### config.mk
export PLATFORM = sky130hd
export DESIGN_NAME = microcode_step_and_match_control
export DESIGN_NICKNAME = d
export VERILOG_FILES = /design/src/step_match_pkg.sv /design/src/microcode_step_and_match_control.sv
export SDC_FILE = /design/constraint.sdc
export NUM_CORES = 1
export LEC_CHECK = 0
export BUFFER_PORTS_ARGS = -buffer_cell sky130_fd_sc_hd__buf_2
export CAP_MARGIN = 20
export CORE_ASPECT_RATIO = 1.4
export CORE_UTILIZATION = 45
export DETAILED_ROUTE_END_ITERATION = 12
export PLACE_DENSITY = 0.69
export SYNTH_ARGS = -nofsm -noshare
export SYNTH_HDL_FRONTEND = slang
export SYNTH_SLANG_ARGS = --single-unit
### constraint.sdc
create_clock -name REF_CLK -period 2.79 [get_ports REF_CLK]
set_input_delay 0.837 -clock REF_CLK [delete_from_list [all_inputs] [get_ports REF_CLK]]
set_output_delay 0.837 -clock REF_CLK [all_outputs]
set_load 0.02 [all_outputs]
### src/step_match_pkg.sv
// Package of constants, register offsets and bundled types for the
// microcode step and match console.
// Assumes a 32-bit AHB-Lite slave interface and a single 250 MHz clock.
`default_nettype none
package step_match_pkg;

   // ****************************************************************
   // Register map (byte addresses)
   // ****************************************************************
   localparam logic [7:0]  CTRL_OFS    = 8'h00;
   localparam logic [7:0]  SWITCH_OFS  = 8'h04;
   localparam logic [7:0]  STATUS_OFS  = 8'h08;
   localparam logic [7:0]  MASK_OFS    = 8'h0c;
   localparam logic [7:0]  ADDR_OFS    = 8'h10;
   localparam logic [7:0]  CMD_OFS     = 8'h14;

   // Control fields.
   localparam int CTRL_RUN        = 0;
   localparam int CTRL_HALT_MATCH = 1;
   localparam int CTRL_FREEZE     = 2;
   localparam int CTRL_SUBST      = 3;
   localparam int CTRL_SENSE_LO   = 4;
   localparam int CTRL_RATE_LO    = 8;
   localparam int CTRL_RATE_W     = 16;
   localparam logic [31:0] CTRL_RESET = 32'h0000_0000;

   // Command bits, write-one pulses.
   localparam int CMD_START  = 0;
   localparam int CMD_STEP   = 1;
   localparam int CMD_INJECT = 2;
   localparam int CMD_INIT   = 3;

   // Status event bits.
   localparam int EV_MATCH = 0;
   localparam int EV_HALT  = 1;
   localparam int EV_STEP  = 2;
   localparam int EV_W     = 3;

   // Microinstruction layout.
   localparam logic [7:0] OP_LOAD_UPPER = 8'h5d;
   localparam logic [7:0] OP_LOAD_LOWER = 8'h5e;
   localparam int UADDR_W = 12;
   localparam int UPPER_W = 4;

   // Debounce of a request: 1 us least.
   localparam int DEBOUNCE_NS  = 1000;
   localparam int CLK_PERIOD_NS = 4;
   localparam int DEBOUNCE_CYC =
      (DEBOUNCE_NS + CLK_PERIOD_NS - 1) / CLK_PERIOD_NS;
   localparam int DB_W = 8;

   typedef enum logic [1:0] {
      HTRANS_IDLE   = 2'b00,
      HTRANS_BUSY   = 2'b01,
      HTRANS_NONSEQ = 2'b10,
      HTRANS_SEQ    = 2'b11
   } htrans_t;

   // Mode switches of the console.
   typedef struct packed {
      logic [CTRL_RATE_W-1:0] substitute_clock_rate;
      logic                   sense_wait_each_set;
      logic                   sense_repeat_one_set;
      logic                   sense_halt_on_error;
      logic                   substitute_clock_select;
      logic                   freeze_on_match;
      logic                   halt_on_match;
      logic                   run;
   } console_mode_t;

   // Processor-facing control levels and pulses.
   typedef struct packed {
      logic        clock_pulse;
      logic        freeze_increment;
      logic        initialize;
      logic        inject_strobe;
      logic [15:0] inject_word;
      logic [2:0]  sense;
   } panel_out_t;

endpackage
`default_nettype wire

### src/microcode_step_and_match_control.sv
// Console that runs, stops, steps and matches a microprogrammed processor.
// Assumes the back panel samples the outputs on REF_CLK, and an AHB-Lite
// master with single word transfers.
//
// Behaviour
// RULE1: Run plus start lets clock run.
// RULE2: Clearing run stops the processor clock.
// RULE3: Each step while stopped gives one clock.
// RULE4: Opcode 5d plus step loads upper master.
// RULE5: Opcode 5e step loads lower, copies upper.
// RULE6: Next step fetches at the loaded address.
// RULE7: Halt on match stops after next fetch.
// RULE8: Freeze on match inhibits address increment.
// RULE9: Clear freeze, or clear halt then start.
// RULE10: Operator avoids load-lower or branch match addresses.
// RULE11: Three sense levels are static outputs.
// RULE12: Substitute clock stays within ten percent.
// RULE13: Initialize stops clock and clears address.
// RULE14: Twelve low switch bits match address.
// RULE15: Inject copies word, ignored while running.
// RULE16: Requests debounced, one press one action.
//
// Design decisions made here: the placing of the registers and the AHB-Lite interface to the registers.
`default_nettype none
module microcode_step_and_match_control
   import step_match_pkg::*;
(
   input  wire logic                 REF_CLK,
   input  wire logic                 RST,
   input  wire logic                 HSEL,
   input  wire logic [31:0]          HADDR,
   input  wire logic [1:0]           HTRANS,
   input  wire logic                 HWRITE,
   input  wire logic [2:0]           HSIZE,
   input  wire logic [31:0]          HWDATA,
   input  wire logic                 HREADY,
   output logic      [31:0]          HRDATA,
   output logic                      HREADYOUT,
   output logic                      HRESP,
   input  wire logic [UADDR_W-1:0]   MICRO_ADDR,
   input  wire logic [15:0]          MICRO_DATA,
   output logic                      PROC_CLOCK_EN,
   output logic                      SUBST_CLOCK,
   output logic                      INJECT_STROBE,
   output logic      [15:0]          INJECT_WORD,
   output logic                      FREEZE_INCREMENT,
   output logic                      INITIALIZE,
   output logic      [2:0]           SENSE,
   output logic                      MATCH,
   output logic      [UADDR_W-1:0]   UADDR_SHADOW,
   output logic                      IRQ
);

   // ****************************************************************
   // Bus slave
   // ****************************************************************
   logic [31:0]        ctrl;
   logic [15:0]        switch_word;
   logic [EV_W-1:0]    status;
   logic [EV_W-1:0]    mask;
   logic               dp_write;
   logic               dp_read;
   logic [7:0]         dp_addr;
   logic               wr_ctrl;
   logic               wr_switch;
   logic               wr_mask;
   logic               wr_cmd;
   logic               rd_status;
   console_mode_t      mode;

   // The address phase is kept for the data phase; idle cycles clear the
   // strobes so that a stale write is never applied a second time.
   always_ff @(posedge REF_CLK) begin
      if (RST) begin
         dp_write <= 1'b0;
         dp_read  <= 1'b0;
         dp_addr  <= 8'h00;
      end else if (HREADY) begin
         dp_write <= HSEL && HTRANS == HTRANS_NONSEQ && HWRITE;
         dp_read  <= HSEL && HTRANS == HTRANS_NONSEQ && !HWRITE;
         dp_addr  <= HADDR[7:0];
      end else begin
         dp_write <= 1'b0;
         dp_read  <= 1'b0;
      end
   end

   // The slave never stalls, so every transfer completes in one cycle.
   assign HREADYOUT = 1'b1;
   assign HRESP     = 1'b0;

   assign wr_ctrl   = dp_write && dp_addr == CTRL_OFS;
   assign wr_switch = dp_write && dp_addr == SWITCH_OFS;
   assign wr_mask   = dp_write && dp_addr == MASK_OFS;
   assign wr_cmd    = dp_write && dp_addr == CMD_OFS;
   assign rd_status = dp_read && dp_addr == STATUS_OFS;

   always_ff @(posedge REF_CLK) begin
      if (RST) begin
         ctrl <= CTRL_RESET;
      end else if (wr_ctrl) begin
         ctrl <= HWDATA;
      end
   end

   always_ff @(posedge REF_CLK) begin
      if (RST) begin
         switch_word <= 16'h0000;
      end else if (wr_switch) begin
         switch_word <= HWDATA[15:0];
      end
   end

   always_ff @(posedge REF_CLK) begin
      if (RST) begin
         mask <= '0;
      end else if (wr_mask) begin
         mask <= HWDATA[EV_W-1:0];
      end
   end

   // Fields are picked one by one: bit 7 of the control word is a gap,
   // so a plain cast of the low bits would shift the rate field.
   always_comb begin
      mode                         = '0;
      mode.run                     = ctrl[CTRL_RUN];
      mode.halt_on_match           = ctrl[CTRL_HALT_MATCH];
      mode.freeze_on_match         = ctrl[CTRL_FREEZE];
      mode.substitute_clock_select = ctrl[CTRL_SUBST];
      mode.sense_halt_on_error     = ctrl[CTRL_SENSE_LO];
      mode.sense_repeat_one_set    = ctrl[CTRL_SENSE_LO+1];
      mode.sense_wait_each_set     = ctrl[CTRL_SENSE_LO+2];
      mode.substitute_clock_rate   = ctrl[CTRL_RATE_LO +: CTRL_RATE_W];
   end

   // ****************************************************************
   // Request debounce
   // ****************************************************************
   // A command write is a press; further presses are ignored until the
   // hold-off time has passed, so one press is one action.
   logic [3:0]      cmd_req;
   logic [3:0]      cmd_go;
   logic [DB_W-1:0] holdoff [4];

   assign cmd_req = wr_cmd ? HWDATA[3:0] : 4'h0;

   genvar g;
   generate
      for (g = 0; g < 4; g++) begin : g_db
         assign cmd_go[g] = cmd_req[g] && holdoff[g] == '0;
         always_ff @(posedge REF_CLK) begin
            if (RST) begin
               holdoff[g] <= '0;
            end else if (cmd_go[g]) begin
               holdoff[g] <= DB_W'(DEBOUNCE_CYC); // RULE16
            end else if (holdoff[g] != '0) begin
               holdoff[g] <= holdoff[g] - 1'b1;
            end
         end
      end
   endgenerate

   // ****************************************************************
   // Address match
   // ****************************************************************
   logic match;
   logic halt_match;

   assign match = MICRO_ADDR == switch_word[UADDR_W-1:0]; // RULE14
   assign MATCH = match;
   assign halt_match = mode.halt_on_match && match;

   // The inhibit must reach the processor in the cycle of the match: a
   // registered copy would let one increment slip past the address.
   assign FREEZE_INCREMENT = mode.freeze_on_match && match; // RULE8 RULE9

   // ****************************************************************
   // Clock control
   // ****************************************************************
   logic       running;
   logic       step_pulse;
   logic       halt_armed;
   logic       stopped_by_halt;
   logic       fire;
   logic       halt_now;
   logic       clock_gate;

   // Halt on match lets the clock that executes the matched instruction
   // through, which also fetches the next one, and blocks every later
   // clock at once; the run flag itself drops two cycles afterwards.
   assign fire     = PROC_CLOCK_EN || SUBST_CLOCK;
   assign halt_now = running && halt_match && fire;

   always_ff @(posedge REF_CLK) begin
      if (RST || cmd_go[CMD_INIT]) begin
         halt_armed <= 1'b0;
      end else begin
         halt_armed <= halt_now; // RULE7
      end
   end

   // Start is refused while a halt match stands: the operator clears the
   // halt mode first, or the clock would stop again at once.

   always_ff @(posedge REF_CLK) begin
      if (RST || cmd_go[CMD_INIT]) begin
         running <= 1'b0; // RULE13
      end else if (!mode.run) begin
         running <= 1'b0; // RULE2
      end else if (halt_armed) begin
         running <= 1'b0; // RULE7
      end else if (cmd_go[CMD_START] && !halt_match) begin
         running <= 1'b1; // RULE1 RULE9
      end
   end

   always_ff @(posedge REF_CLK) begin
      if (RST) begin
         stopped_by_halt <= 1'b0;
      end else if (halt_armed) begin
         stopped_by_halt <= 1'b1;
      end else if (running) begin
         stopped_by_halt <= 1'b0;
      end
   end

   // One step gives exactly one clock; ignored while running.
   always_ff @(posedge REF_CLK) begin
      if (RST) begin
         step_pulse <= 1'b0;
      end else begin
         step_pulse <= cmd_go[CMD_STEP] && !running; // RULE3 RULE16
      end
   end

   // Substitute clock: a rate divider replaces the processor clock.
   logic [CTRL_RATE_W-1:0] rate_cnt;
   logic                   rate_tick;

   // The divider restarts from zero whenever the substitute clock is
   // deselected, so the first tick comes soon after it is chosen.
   assign rate_tick = rate_cnt == '0;

   always_ff @(posedge REF_CLK) begin
      if (RST || !mode.substitute_clock_select) begin
         rate_cnt <= '0;
      end else if (rate_tick) begin
         rate_cnt <= mode.substitute_clock_rate;
      end else begin
         rate_cnt <= rate_cnt - 1'b1;
      end
   end

   // Waiting for the run flag to drop would let two more clocks reach
   // the processor after the match, and an initialize must not meet a
   // clock in the same cycle.
   assign clock_gate = running && !halt_now && !halt_armed &&
                       !cmd_go[CMD_INIT]; // RULE7 RULE13

   always_ff @(posedge REF_CLK) begin
      if (RST) begin
         PROC_CLOCK_EN <= 1'b0;
         SUBST_CLOCK   <= 1'b0;
      end else begin
         PROC_CLOCK_EN <= step_pulse ||
            (clock_gate && !mode.substitute_clock_select); // RULE1 RULE3
         SUBST_CLOCK   <= step_pulse ||
            (clock_gate && mode.substitute_clock_select && rate_tick);
      end
   end

   // ****************************************************************
   // Injection and processor levels
   // ****************************************************************
   // The injected opcode 5d or 5e is executed by the processor on the
   // next step, loading the upper master or the lower and upper slave.
   always_ff @(posedge REF_CLK) begin
      if (RST) begin
         INJECT_STROBE <= 1'b0;
         INJECT_WORD   <= 16'h0000;
      end else begin
         INJECT_STROBE <= cmd_go[CMD_INJECT] && !running; // RULE15
         if (cmd_go[CMD_INJECT] && !running) begin
            INJECT_WORD <= switch_word; // RULE4 RULE5
         end
      end
   end

   always_ff @(posedge REF_CLK) begin
      if (RST) begin
         INITIALIZE       <= 1'b0;
         SENSE            <= 3'b000;
      end else begin
         INITIALIZE       <= cmd_go[CMD_INIT]; // RULE13
         SENSE <= {mode.sense_wait_each_set, mode.sense_repeat_one_set,
                   mode.sense_halt_on_error}; // RULE11
      end
   end

   // Shadow of the address the processor holds when a step is taken, before the step clock.
   always_ff @(posedge REF_CLK) begin
      if (RST) begin
         UADDR_SHADOW <= '0;
      end else if (step_pulse) begin
         UADDR_SHADOW <= MICRO_ADDR; // RULE6
      end
   end

   // ****************************************************************
   // Interrupts and read data
   // ****************************************************************
   logic [EV_W-1:0] events;

   assign events = {step_pulse, halt_armed, match && !halt_armed};

   // A read clears the status, but an event in the same cycle survives.
   always_ff @(posedge REF_CLK) begin
      if (RST) begin
         status <= '0;
      end else begin
         status <= (rd_status ? '0 : status) | events;
      end
   end

   // The interrupt is a level that follows status and mask directly.
   assign IRQ = |(status & mask);

   // Read data is combinational from the data-phase address, so a read
   // needs no wait state.
   always_comb begin
      unique case (dp_addr)
         CTRL_OFS:   HRDATA = ctrl;
         SWITCH_OFS: HRDATA = {16'h0000, switch_word};
         STATUS_OFS: HRDATA = {{(32-EV_W){1'b0}}, status};
         MASK_OFS:   HRDATA = {{(32-EV_W){1'b0}}, mask};
         ADDR_OFS:   HRDATA = {13'h0000, stopped_by_halt, running,
                               MICRO_DATA[UPPER_W-1:0],
                               match, MICRO_ADDR};
         default:    HRDATA = 32'h0000_0000;
      endcase
   end

   logic unused;
   assign unused = ^{HSIZE, ctrl[31:CTRL_RATE_LO+CTRL_RATE_W],
                     ctrl[CTRL_RATE_LO-1], MICRO_DATA[15:UPPER_W]};

endmodule
`default_nettype wire

==> out/metrics.cfg <==
[finish]
nNetsFinal = 1007
final_util_pct = 58.2
most_common_cell_after_layout_fill_and_taps_aside = sky130_fd_sc_hd__nand2_1
final-instance-count-excl-fill = 1103
drive_gt1_share_pct = 24.9
most_used_cells_in_the_layout_excluding_fill_and_tap_cells = 122 x sky130_fd_sc_hd__nand2_1, 118 x sky130_fd_sc_hd__dfxtp_1, 94 x sky130_fd_sc_hd__buf_2, 83 x sky130_fd_sc_hd__nor2_1, 58 x sky130_fd_sc_hd__a21oi_1
area_growth_pct = 26.0
diodes = 0

[cts]
clock_tree.buffer_depth = 2
clock_tree.htree_level_count = 4
cts-buffers-inserted = 17
clk_latency_ps = 420
tritoncts_clock_tree = done
clock_sinks = 151
cts_root_buf = sky130_fd_sc_hd__clkbuf_16
path_clk_slew_ps = 60
number_of_hold_repair_buffers_added_at_the_cts_stage = 0

[floorplanning]
row_count = 53
start_util_pct = 46.2
core-area_mm2 = 0.0151
die_area_mm2 = 0.0160
floorplan.die.width_um = 107
die_h_um = 149
io-pin-count = 174

[detailed_routing]
routed_wire_length_per_instance_um = 16.4
vias_per_cell = 5.31
drtIter0Drc = 372
antenna_violating_nets_post_route = 0
drt-total-wl_um = 18100
drt_pre_antenna_iters = 5
num_vias = 5855
drc = 0

[yosys]
postSynth.asyncResetShare_pct = 0
postSynthAreaPerCell_um2 = 9.21
ys_dominant_reg_cell = sky130_fd_sc_hd__dfxtp_1
netlist_instances = 755
synth.distinct_cells = 61
synth_enable_flop_cells = 32
post_synth_instance_area_mm2 = 0.00695
synth.yosys.seq_area_share_pct = 48.1
ys_seq_elements = 151
synth.yosys.warnings = 0
postSynthNetCount = 864

[setup_path]
timing.critical_path.fanout_max = 18
worst_ep_required_time_ps = 1950
worstPathArrival_ps = 2090
startpoint_to_endpoint_class_of_the_critical_path = reg2out
worst_setup_path_start_kind = register
critPathCaptureType = output pin

[timing]
max_slew.worst_pin.slew_ps = 973
setup_violations = 33
timing.hold.ws_ps = 449
timing.final.crit_period_ps = 2920
achievable-frequency_mhz = 342
slew_headroom_pct = 35.0
timing.final.crit_share_pct = 105
count_of_final_max_slew_check_failures = 0
layout_setup_ws_ps = -134
timing.clock.skew_ps = 8.18
rsz_0062_raised_after_global_routing = yes
finalHoldViolCount = 0

[placement]
post-place-cells = 1069
place.gp.congestion = 0.879
buffer_ports.inserted = 132
dp.final_hpwl_um = 12600
pre_cts_ws_ps = -213

[outcome]
result_of_the_run = finished, violations left
failed_checks = setup timing

[pwr]
power_leakage_nw = 3.72
cell_internal_power_w = 0.00424
maximum_vdd_ir_drop_v = 0.000471
switching_share_pct = 27.9
power.share.sequential_pct = 45.9
power.density_cell_area_mw_per_mm2 = 671
p_comb_share_pct = 19.1
clkPwrFrac_pct = 35.0
total_switching_power_w = 0.00164

[global_routing]
global_route_wire_length_before_repair_um = 28700
grt_remaining_overflow = 0
number_of_antenna_violations_at_the_first_check_in_global_routing = 0
first_global_vias = 5704
grt_start_max_net_pins = 64
gr-usage-all-layers_pct = 23.3

[worst_hold_path]
hp-class = reg2reg

[run]
cap_violations = 0

-- cell usage after synthesis, types with 2 or more instances --
cell	instances	area [µm²]
sky130_fd_sc_hd__nand2_1	122	458
sky130_fd_sc_hd__dfxtp_1	119	2380
sky130_fd_sc_hd__nor2_1	83	312
sky130_fd_sc_hd__a21oi_1	58	290
sky130_fd_sc_hd__mux2i_1	55	551
sky130_fd_sc_hd__edfxtp_1	32	961
sky130_fd_sc_hd__o21ai_0	31	155
sky130_fd_sc_hd__clkbuf_1	25	93.8
sky130_fd_sc_hd__xor2_1	24	210
sky130_fd_sc_hd__xnor2_1	20	175
sky130_fd_sc_hd__inv_1	16	60.1
sky130_fd_sc_hd__nor3_1	16	80.1
sky130_fd_sc_hd__and2_1	15	93.8
sky130_fd_sc_hd__a211oi_1	13	97.6
sky130_fd_sc_hd__nor2b_1	9	56.3
sky130_fd_sc_hd__nor4_1	9	56.3
sky130_fd_sc_hd__nand2b_1	8	50.1
sky130_fd_sc_hd__nand3_1	8	40.0
sky130_fd_sc_hd__ha_1	7	87.6
sky130_fd_sc_hd__a22o_1	6	52.6
sky130_fd_sc_hd__nand4_1	6	37.5
sky130_fd_sc_hd__or3_1	6	37.5
sky130_fd_sc_hd__buf_1	5	18.8
sky130_fd_sc_hd__nand3b_1	5	37.5
sky130_fd_sc_hd__buf_2	4	20.0
sky130_fd_sc_hd__and3_1	3	18.8
sky130_fd_sc_hd__buf_4	3	22.5
sky130_fd_sc_hd__buf_6	3	33.8
sky130_fd_sc_hd__mux4_2	3	67.6
sky130_fd_sc_hd__or2_2	3	18.8
sky130_fd_sc_hd__or4_1	3	22.5
sky130_fd_sc_hd__a211o_1	2	17.5
sky130_fd_sc_hd__a21oi_2	2	17.5
sky130_fd_sc_hd__conb_1	2	7.51
sky130_fd_sc_hd__nor4_4	2	42.5
sky130_fd_sc_hd__o41ai_1	2	17.5
-- final timing paths --
path | cells past startpoint | end | from | slack, ps
setup / recovery | 5 | HRDATA[18] | dp_addr[6] | -130
hold / removal | 2 | INJECT_WORD[10] | INJECT_WORD[10] | 450
setup reg to reg | 6 | holdoff[1][3] | holdoff[1][0] | 260
hold reg to reg | 2 | INJECT_WORD[10] | INJECT_WORD[10] | 450
-- power groups by stage --
stage               logic [W]  registers (W)  clock network, W
floorplan            0.000848        0.00269                 0
global placement      0.00108        0.00273                 0
finish                0.00112        0.00270           0.00206
CTS                   0.00112        0.00270           0.00208
global route          0.00127        0.00273           0.00221
detailed placement    0.00109        0.00274                 0
-- cells by family after synthesis --
kind of cell	after synthesis	synth area share, %
AND/OR/NAND/NOR	311	21.7
multiplexers	58	8.89
buffers and inverters	56	3.58
flip-flops	151	48.1
AO/OA/AOI/OAI	126	10.8
adder cells (fa/ha/maj)	7	1.26
XOR/XNOR	44	5.54
other	2	0.108
-- per-layer routing --
metal  vias to the layer above  GRT usage (%)  part of all wire (%)
li1                       2891              -                     -
met1                      2765           27.3                    39
met2                       149           40.8                    53
met3                        50           4.15                   4.6
met4                         0           11.3                   3.9
met5                         -              0                     0
-- registers in the layout, indices dropped and copies added, names as in the netlist, 3 cells and up --
name	flops
status	3
holdoff	32
dp_addr	8
INJECT_WORD	16
SENSE	3
switch_word	16
ctrl	32
UADDR_SHADOW	12
rate_cnt	16
mask	3
-- stage by stage --
step	total power [W]	cell area, µm²	TNS [ps]
3_5_place_dp	0.00383	7900	-480
5_1_grt	0.00622	8760	-5050
3_3_place_gp	0.00381	7900	-619
2_1_floorplan	0.00354	6950	0
6_report	0.00588	8760	-2920
4_1_cts	0.00590	8660	-3240
-- what timing repair did --
item | 4_1_cts | 5_1_grt
pin swaps | 5 | 3
resized for setup | 78 | 19
buffers inserted | 1 | 1
setup endpoints to repair | 34 | 33
-- final cells by class --
cell class | count | area, µm²
fill | 1308 | 6290
clock inverter | 12 | 86.3
tap | 192 | 240
multi-input combinational | 548 | 3480
clock buffer | 20 | 437
sequential | 151 | 3340
timing repair buffer | 164 | 1110
inverter | 16 | 62.6
-- critical path, stage by stage (launching register included) --
cell                      delay, ps
sky130_fd_sc_hd__dfxtp_2        330
sky130_fd_sc_hd__or4_4          570
sky130_fd_sc_hd__nor4b_4        240
sky130_fd_sc_hd__buf_6          210
sky130_fd_sc_hd__a22o_1         190
sky130_fd_sc_hd__buf_6          130
No activity file was read; power rests on OpenSTA's default activity.
